[src/rtl/dds_ctrl_pkg.sv]
// Package: register map, field positions and constants of the synthesizer control word
package dds_ctrl_pkg;

    localparam logic [7:0]  PRIMARY_CONTROL_ADDR   = 8'h00;
    localparam logic [7:0]  SECONDARY_CONTROL_ADDR = 8'h01;
    localparam logic [31:0] PRIMARY_RESET          = 32'h0000_0000;
    localparam logic [23:0] SECONDARY_RESET        = 24'h00_0000;
    // Writable bits of the primary word; unused bits stay zero
    localparam logic [31:0] PRIMARY_WRITE_MASK     = 32'h07C0_37BA;

    localparam int RAMP_LOAD_BIT    = 26;
    localparam int KEY_ENABLE_BIT   = 25;
    localparam int KEY_AUTO_BIT     = 24;
    localparam int AUTO_SYNC_BIT    = 23;
    localparam int MANUAL_SYNC_BIT  = 22;
    localparam int AUTO_CLEAR_BIT   = 13;
    localparam int SINE_SELECT_BIT  = 12;
    localparam int CLEAR_ACCUM_BIT  = 10;
    localparam int INPUT_ONLY_BIT   = 9;
    localparam int LSB_FIRST_BIT    = 8;
    localparam int DIGITAL_PD_BIT   = 7;
    localparam int CONVERTER_PD_BIT = 5;
    localparam int CLOCK_IN_PD_BIT  = 4;
    localparam int FULL_PD_BIT      = 3;
    localparam int SYNC_OUT_OFF_BIT = 1;

    localparam int MULT_LSB = 3;
    localparam int MULT_MSB = 7;
    localparam logic [4:0] MULT_MIN = 5'h04;
    localparam logic [4:0] MULT_MAX = 5'h14;

    localparam int SCALE_WIDTH = 14;
    localparam int STEP_LSB    = 14;
    localparam int RATE_WIDTH  = 8;
    localparam logic [7:0] TIMER_TIMEOUT = 8'h01;

endpackage

[src/rtl/dds_primary_control_register.sv]
// Primary and secondary control words of the synthesizer and the controls they steer
// What this block does
// Bit 26 adds timer reload on transfer strobe
// Bit 25 enables keying; bit 24 picks mode
// Manual keying multiplies samples by scale
// Auto keying ramps scale with keying pin
// Bit 23 enables automatic sync alignment
// Bit 22 advances sync edge, self-clears
// Bit 13 clears accumulator on strobe
// Bit 12 selects sine, else cosine
// Bit 10 holds accumulator clear
// Bit 9 makes data pin input only
// Bit 8 selects least significant first
// Bit 7 suspends digital except serial port
// Bit 5 powers down the converter
// Bit 4 powers down clock input
// Bit 3 low: pin downs digital only
// Bit 3 high: pin downs everything
// Bit 1 forces sync clock output low
// Host writes bit 0 as zero
// Multiplier codes 4 to 20 multiply
// Scale low 14 bits max, top two step
// Eight-bit ramp rate sets step rate
// Reset clears every primary word bit
`timescale 1ns/100ps
module dds_primary_control_register
    import dds_ctrl_pkg::*;
#(
    parameter int SAMPLE_WIDTH = 14
) (
    input  wire logic                    clk_i,
    input  wire logic                    rst_i,
    // Register port from the serial engine
    input  wire logic                    wr_en_i,
    input  wire logic [7:0]              wr_addr_i,
    input  wire logic [31:0]             wr_data_i,
    input  wire logic [7:0]              rd_addr_i,
    output logic      [31:0]             rd_data_o,
    input  wire logic                    update_i,
    // Keying inputs and scaled sample output
    input  wire logic                    keying_pin_i,
    input  wire logic [15:0]             amplitude_scale_i,
    input  wire logic [RATE_WIDTH-1:0]   ramp_rate_value_i,
    input  wire logic [SAMPLE_WIDTH-1:0] sample_i,
    output logic      [SAMPLE_WIDTH-1:0] scaled_sample_o,
    // Sync and accumulator controls
    input  wire logic                    align_pin_i,
    input  wire logic                    sync_clk_int_i,
    output logic                         auto_sync_en_o,
    output logic                         align_sample_o,
    output logic                         sync_advance_o,
    output logic                         sync_clk_o,
    output logic                         accum_clear_o,
    output logic                         sine_select_o,
    // Serial port format
    output logic                         data_pin_input_only_o,
    output logic                         lsb_first_o,
    // Power controls
    input  wire logic                    power_down_pin_i,
    output logic                         digital_suspend_o,
    output logic                         converter_pd_o,
    output logic                         clock_input_pd_o,
    output logic                         analog_pd_o,
    // Reference multiplier
    output logic                         mult_bypass_o,
    output logic      [4:0]              mult_factor_o
);

    logic [31:0]            primary_control_word;
    logic [23:0]            secondary_control_word;
    logic [31:0]            next_primary;
    logic [SCALE_WIDTH-1:0] ramp_scale;
    logic [SCALE_WIDTH-1:0] gain;
    logic                   key_on;
    logic                   key_auto;
    logic                   run;
    logic                   pin_down;
    logic [4:0]             mult_code;
    logic [SAMPLE_WIDTH+SCALE_WIDTH-1:0] product;

    // ------------------------------------------------------------
    // Register writes
    // ------------------------------------------------------------
    always_comb begin
        next_primary = primary_control_word;
        if (primary_control_word[MANUAL_SYNC_BIT]) begin
            next_primary[MANUAL_SYNC_BIT] = 1'b0;
        end
        if (wr_en_i && wr_addr_i == PRIMARY_CONTROL_ADDR) begin
            // Bit 0 and unused bits are forced to zero
            next_primary = wr_data_i & PRIMARY_WRITE_MASK;
        end
    end

    always_ff @(posedge clk_i) begin
        if (rst_i) begin
            primary_control_word <= PRIMARY_RESET;
        end else begin
            primary_control_word <= next_primary;
        end
    end

    always_ff @(posedge clk_i) begin
        if (rst_i) begin
            secondary_control_word <= SECONDARY_RESET;
        end else if (wr_en_i && wr_addr_i == SECONDARY_CONTROL_ADDR) begin
            secondary_control_word <= wr_data_i[23:0];
        end
    end

    // ------------------------------------------------------------
    // Register reads
    // ------------------------------------------------------------
    always_ff @(posedge clk_i) begin
        if (rst_i) begin
            rd_data_o <= '0;
        end else begin
            unique case (rd_addr_i)
                PRIMARY_CONTROL_ADDR:   rd_data_o <= primary_control_word;
                SECONDARY_CONTROL_ADDR: rd_data_o <= {8'h00, secondary_control_word};
                default:                rd_data_o <= '0;
            endcase
        end
    end

    // ------------------------------------------------------------
    // Power control
    // ------------------------------------------------------------
    assign pin_down = power_down_pin_i;

    always_ff @(posedge clk_i) begin
        if (rst_i) begin
            digital_suspend_o <= 1'b0;
            converter_pd_o    <= 1'b0;
            clock_input_pd_o  <= 1'b0;
            analog_pd_o       <= 1'b0;
        end else begin
            // Pin power-down always stops digital logic
            digital_suspend_o <= primary_control_word[DIGITAL_PD_BIT] || pin_down;
            converter_pd_o    <= primary_control_word[CONVERTER_PD_BIT]
                                 || (pin_down && primary_control_word[FULL_PD_BIT]);
            clock_input_pd_o  <= primary_control_word[CLOCK_IN_PD_BIT]
                                 || (pin_down && primary_control_word[FULL_PD_BIT]);
            analog_pd_o       <= pin_down && primary_control_word[FULL_PD_BIT];
        end
    end

    assign run = !digital_suspend_o && !clock_input_pd_o;

    // ------------------------------------------------------------
    // Amplitude keying
    // ------------------------------------------------------------
    assign key_on   = primary_control_word[KEY_ENABLE_BIT];
    assign key_auto = primary_control_word[KEY_AUTO_BIT];

    keying_ramp u_ramp (
        .clk_i              (clk_i),
        .rst_i              (rst_i),
        .run_i              (run && key_on && key_auto),
        .key_i              (keying_pin_i),
        .update_i           (update_i),
        .reload_on_update_i (primary_control_word[RAMP_LOAD_BIT]),
        .max_i              (amplitude_scale_i[SCALE_WIDTH-1:0]),
        .step_sel_i         (amplitude_scale_i[STEP_LSB+1:STEP_LSB]),
        .rate_i             (ramp_rate_value_i),
        .scale_o            (ramp_scale)
    );

    assign gain    = key_auto ? ramp_scale : amplitude_scale_i[SCALE_WIDTH-1:0];
    assign product = sample_i * gain;

    always_ff @(posedge clk_i) begin
        if (rst_i) begin
            scaled_sample_o <= '0;
        end else if (!run) begin
            scaled_sample_o <= scaled_sample_o;
        end else if (!key_on) begin
            scaled_sample_o <= sample_i;
        end else begin
            scaled_sample_o <= product[SAMPLE_WIDTH+SCALE_WIDTH-1:SCALE_WIDTH];
        end
    end

    // ------------------------------------------------------------
    // Sync, accumulator and conversion controls
    // ------------------------------------------------------------
    always_ff @(posedge clk_i) begin
        if (rst_i) begin
            auto_sync_en_o <= 1'b0;
            align_sample_o <= 1'b0;
            sync_advance_o <= 1'b0;
            sync_clk_o     <= 1'b0;
            accum_clear_o  <= 1'b0;
            sine_select_o  <= 1'b0;
        end else begin
            auto_sync_en_o <= primary_control_word[AUTO_SYNC_BIT];
            align_sample_o <= primary_control_word[AUTO_SYNC_BIT] && align_pin_i;
            sync_advance_o <= primary_control_word[MANUAL_SYNC_BIT];
            sync_clk_o     <= sync_clk_int_i && !primary_control_word[SYNC_OUT_OFF_BIT];
            accum_clear_o  <= primary_control_word[CLEAR_ACCUM_BIT]
                              || (primary_control_word[AUTO_CLEAR_BIT] && update_i);
            sine_select_o  <= primary_control_word[SINE_SELECT_BIT];
        end
    end

    // ------------------------------------------------------------
    // Serial format and reference multiplier
    // ------------------------------------------------------------
    assign data_pin_input_only_o = primary_control_word[INPUT_ONLY_BIT];
    assign lsb_first_o           = primary_control_word[LSB_FIRST_BIT];

    assign mult_code = secondary_control_word[MULT_MSB:MULT_LSB];

    always_ff @(posedge clk_i) begin
        if (rst_i) begin
            mult_bypass_o <= 1'b1;
            mult_factor_o <= '0;
        end else begin
            mult_bypass_o <= (mult_code < MULT_MIN) || (mult_code > MULT_MAX);
            mult_factor_o <= mult_code;
        end
    end

endmodule

[src/rtl/keying_ramp.sv]
// Automatic keying ramp: scale counter stepped by a reloadable rate timer
`timescale 1ns/100ps
module keying_ramp
    import dds_ctrl_pkg::*;
(
    input  wire logic                   clk_i,
    input  wire logic                   rst_i,
    input  wire logic                   run_i,
    input  wire logic                   key_i,
    input  wire logic                   update_i,
    input  wire logic                   reload_on_update_i,
    input  wire logic [SCALE_WIDTH-1:0] max_i,
    input  wire logic [1:0]             step_sel_i,
    input  wire logic [RATE_WIDTH-1:0]  rate_i,
    output logic      [SCALE_WIDTH-1:0] scale_o
);

    logic [RATE_WIDTH-1:0]  timer;
    logic [SCALE_WIDTH:0]   step;
    logic [SCALE_WIDTH:0]   up_sum;
    logic                   tick;

    assign tick   = run_i && (timer == TIMER_TIMEOUT);
    assign step   = (SCALE_WIDTH+1)'(1) << step_sel_i;
    assign up_sum = {1'b0, scale_o} + step;

    // ------------------------------------------------------------
    // Rate timer
    // ------------------------------------------------------------
    always_ff @(posedge clk_i) begin
        if (rst_i || !run_i) begin
            timer <= TIMER_TIMEOUT;
        end else if (tick || (reload_on_update_i && update_i)) begin
            timer <= rate_i;
        end else if (timer > TIMER_TIMEOUT) begin
            timer <= timer - 1'b1;
        end
    end

    // ------------------------------------------------------------
    // Scale counter
    // ------------------------------------------------------------
    always_ff @(posedge clk_i) begin
        if (rst_i || !run_i) begin
            scale_o <= '0;
        end else if (tick) begin
            if (key_i) begin
                scale_o <= (up_sum >= {1'b0, max_i}) ? max_i : up_sum[SCALE_WIDTH-1:0];
            end else begin
                scale_o <= ({1'b0, scale_o} <= step) ? '0 : scale_o - step[SCALE_WIDTH-1:0];
            end
        end
    end

endmodule

[config.mk]
export PLATFORM = sky130hd
export DESIGN_NAME = dds_primary_control_register
export DESIGN_NICKNAME = d
export VERILOG_FILES = /design/src/rtl/dds_ctrl_pkg.sv /design/src/rtl/dds_primary_control_register.sv /design/src/rtl/keying_ramp.sv
export SDC_FILE = /design/constraint.sdc
export NUM_CORES = 1
export LEC_CHECK = 0
export BUFFER_PORTS_ARGS = -buffer_cell sky130_fd_sc_hd__buf_2
export CORE_MARGIN = 5
export CORE_UTILIZATION = 40
export CTS_BUF_LIST = sky130_fd_sc_hd__clkbuf_2
export DETAILED_ROUTE_END_ITERATION = 6
export PLACE_DENSITY = 0.68
export SLEW_MARGIN = 30
export SYNTH_ARGS = -nofsm -noshare
export SYNTH_HDL_FRONTEND = slang
export SYNTH_SLANG_ARGS = --single-unit
[constraint.sdc]
create_clock -name clk_i -period 6.7 [get_ports clk_i]
set_clock_uncertainty 0.1 [all_clocks]
set_input_delay 1.34 -clock clk_i [delete_from_list [all_inputs] [get_ports clk_i]]
set_output_delay 1.34 -clock clk_i [all_outputs]
set_load 0.02 [all_outputs]
==> out/qor.csv <==
stage,metric,value,unit
critical_path,type of element capturing the critical path,register,
synthesis,Synth Instances,1411,
worst_hold_path,WHS Path Cells,1,
placement,Final Wtd Congestion,0.891,
run_status,outcome,"complete, no violations",
sta,Slew headroom,43.1,%
sta,minimum clock period after layout,6.49,ns
critical_path,critical path class,in -> reg,
detailed_routing,"antenna viol nets, final",0,
final_layout,final core area utilization,48.2,%
grt,first-pass GRT wire length,54200,µm
synthesis,"area leader, netlist",fa_1,
synthesis,Synth Cell Area,12300,µm²
cts,# clock sinks,118,
cts,# H-tree levels,4,
die,Die Y,185,µm
pwr,sw power,2.71,mW
grt,GRT Total Usage,19.4,%
grt,largest net degree at the start of global routing,74,
final_layout,synthesis-to-finish area growth,19.5,%
critical_path,slowest CP cell,fa_1,
pwr,Leak Pwr,7.40,nW
die,Chip Width,185,µm
pwr,cell-internal power,3.23,mW
critical_path,"Req. time, crit path",7.21,ns
critical_path,CP arrival,7.00,ns
worst_hold_path,Worst Hold Class,reg -> reg,
critical_path,R2R Path Start,primary_control_word[24],
synthesis,Post-Syn Area per Cell,8.72,µm²
synthesis,Yosys reg bits,118,
critical_path,nature of the critical path startpoint,input port,
detailed_routing,Post-route DRC,0,
cts,CTS hold repair buffers,0,
placement,Area after DPL,14400,µm²
pwr,VDD IR-drop max,467,µV
cts,CTS tree,built,
detailed_routing,total number of vias,10398,
placement,hpwl dp,26900,µm
sta,crit share post-route,96.9,%
grt,vias in the first global route,10565,
detailed_routing,Avg WL per Cell,16.1,µm
final_layout,Final #Nets,1987,
synthesis,Syn. warnings,0,
critical_path,CP Cell Sequence,"buf_2, mux2i_4, nor2b_2, fa_1, inv_1, fa_1, inv_1, fa_1, fa_1, fa_1, inv_1, fa_1, inv_1, ha_1, buf_4, nand4_1, nor2_2, o211ai_1, and3_2, o21ba_2, xor2_1, a2111oi_2",
sta,fin. max-slew vios,0,
cts,Worst-path clk slew,0.19,ns
critical_path,max incr delay on CP,0.57,ns
critical_path,CP most frequent cell,fa_1,
sta,Final Hold Vio Count,0,
detailed_routing,WL final,32900,µm
run,Max-Cap Viols,0,
pwr,combinational power share,78.8,%
grt,total gr overflow,0,
synthesis,leading cell types by count after synthesis,"inv_1 (193), nand2_1 (150), fa_1 (142), dfxtp_1 (118), ha_1 (114)",
pwr,Net Sw Frac,45.6,%
pwr,Sequential Power Share,12.0,%
cts,Clock Latency Late Sink,0.71,ns
pwr,PD cells,404,nW/µm²
die,Initial Util,40.3,%
die,Die Area,34400,µm²
synthesis,"Seq/Total Area, Yosys",19.2,%
placement,port bufs,147,
final_layout,Fill cells,2835,
die,Core Box Area,30500,µm²
sta,Final setup viols,0,
synthesis,number of flops mapped to enable cells by yosys,0,
critical_path,RR Endpoint,scaled_sample_o[7],
sta,fmax,154,MHz
worst_hold_path,worst min-delay path startpoint,primary_control_word[22],
pwr,clock network power share,9.1,%
sta,RSZ-0062 raised after global routing,no,
critical_path,Reg2Reg Depth,22,
pwr,total power,5.95,mW
cts,Root Driver,clkbuf_2,
cts,CTS max path bufs,2,
detailed_routing,post-DR vias/cell,5.08,
critical_path,crit path max fanout,6,
final_layout,"Design Area, Final",14700,µm²
final_layout,layout cell share with drive strength beyond 1,22.1,%
critical_path,flop-to-flop setup slack,0.33,ns
worst_hold_path,hold path endpoint,sync_advance_o,
synthesis,most frequent cell after synthesis,inv_1,
synthesis,Synth cell types,66,
die,num ports,158,
detailed_routing,DR iter-0 viols,558,
synthesis,"Top FF cell, synth",dfxtp_1,
die,Rows,64,
cts,cts bufs inserted,17,
sta,slew at the pin with the worst max-slew slack,0.852,ns
synthesis,asr flop ratio synth,0,%
synthesis,synth top area cells,"fa_1 (23%), dfxtp_1 (19%), ha_1 (12%)",
synthesis,top-area cell type share of the netlist area,23.1,%
detailed_routing,drt first pass iters,5,
grt,initial antenna violation count,2,
## registers in the layout, summed over array words and instances (netlist names), 5 cells and up
register	count
u_ramp.scale_o	14
mult_factor_o	5
primary_control_word	15
scaled_sample_o	14
secondary_control_word	24
u_ramp.timer	8
rd_data_o	27
## per-layer routing
| metal | GRT usage [%] | share of wire, % | up-vias | wire [µm] |
|---|---|---|---|---|
| li1 | - | - | 5041 | - |
| met1 | 26.9 | 45 | 5050 | 14900 |
| met2 | 32.0 | 47 | 269 | 15400 |
| met3 | 3.26 | 5.9 | 36 | 1950 |
| met4 | 4.61 | 1.7 | 2 | 556 |
| met5 | 0 | 0.040 | - | 13 |
## power groups by stage
stage / registers, mW / logic (mW) / clock network [mW]
detailed placement: 0.729 / 4.60 / 0
CTS: 0.715 / 4.64 / 0.560
finish: 0.715 / 4.69 / 0.544
global route: 0.716 / 5.27 / 0.587
global placement: 0.729 / 4.54 / 0
floorplan: 0.735 / 2.90 / 0
## worst max-delay path: cells and delay by family
kind / cells / cell delay [ns]
AOI/OAI and AO/OA: 3 / 0.64
and+or+nand+nor: 4 / 0.65
adders and majority gates: 7 / 3.47
muxes: 1 / 0.29
buffers and inverters: 6 / 0.46
xor gates and xnor gates: 1 / 0.15
## placed cells by master (no fill, tap or decap), drive strengths merged, types with 7 or more instances in the layout
master | synthesis | layout
o21ai | 43 | 43
a21oi | 56 | 56
ha | 114 | 114
nor2b | 49 | 49
nor2 | 93 | 93
a211oi | 23 | 23
fa | 142 | 142
and2 | 76 | 76
a21o | 11 | 11
a22o | 8 | 8
buf | 12 | 280
nor3b | 7 | 7
nor4 | 8 | 8
clkbuf | 65 | 20
o211ai | 9 | 9
xnor2 | 28 | 28
nand3 | 11 | 11
nand2b | 15 | 15
dfxtp | 118 | 118
nand2 | 151 | 151
nor3 | 19 | 19
mux2i | 64 | 64
xor2 | 9 | 9
o22ai | 7 | 7
nand4 | 7 | 7
inv | 193 | 195
## stage by stage
step | hold WS, ns | cells | setup TNS, ns | setup slack, ns
floorplan | 0.320 | 1415 | -0.0438 | -0.0438
global placement | 0.333 | 2013 | -5.99 | -0.549
global route | 0.384 | 2047 | 0 | 0.00624
finish | 0.376 | 2047 | 0 | 0.209
detailed placement | 0.343 | 2013 | -6.64 | -0.618
CTS | 0.374 | 2045 | 0 | 0.192
## logic make-up after synthesis
family / Yosys count / synth area share [%]
buffers and inverters: 270 / 8.59
and+or+nand+nor: 462 / 18.6
muxes: 68 / 5.57
AOI/OAI and AO/OA: 199 / 10.7
DFF: 118 / 19.2
xor gates and xnor gates: 37 / 2.63
other: 1 / 0.0305
adders and majority gates: 256 / 34.7
## final cells by class
| type | count | area [µm²] | area share, % |
|---|---|---|---|
| multi-input cells | 1027 | 9080 | 61.7 |
| flip-flops and latches | 118 | 2360 | 16.1 |
| repair buffers | 280 | 1770 | 12.0 |
| inverters | 193 | 724 | 4.92 |
| well taps | 396 | 495 | 3.37 |
| clock inverters | 12 | 176 | 1.20 |
| clock buffers | 20 | 100 | 0.680 |
| diodes | 1 | 2.50 | 0.0170 |
## worst max path at each step
stage	cells past startpoint	endpoint	startpoint	slack, ns
4_1_cts	22	scaled_sample_o[7]	primary_control_word[24]	0.19
3_5_place_dp	22	scaled_sample_o[7]	amplitude_scale_i[4]	-0.62
6_report	22	scaled_sample_o[7]	amplitude_scale_i[4]	0.21
2_1_floorplan	21	scaled_sample_o[7]	amplitude_scale_i[3]	-0.04
5_1_grt	22	scaled_sample_o[7]	amplitude_scale_i[4]	0.006
3_3_place_gp	22	scaled_sample_o[7]	amplitude_scale_i[4]	-0.55
## repair_timing
item | in CTS | in global routing
setup endpoints to repair | 0 | 9
resized for setup | 0 | 14
buffers inserted | 0 | 1
Note: power is estimated with default switching activity, not from simulation.
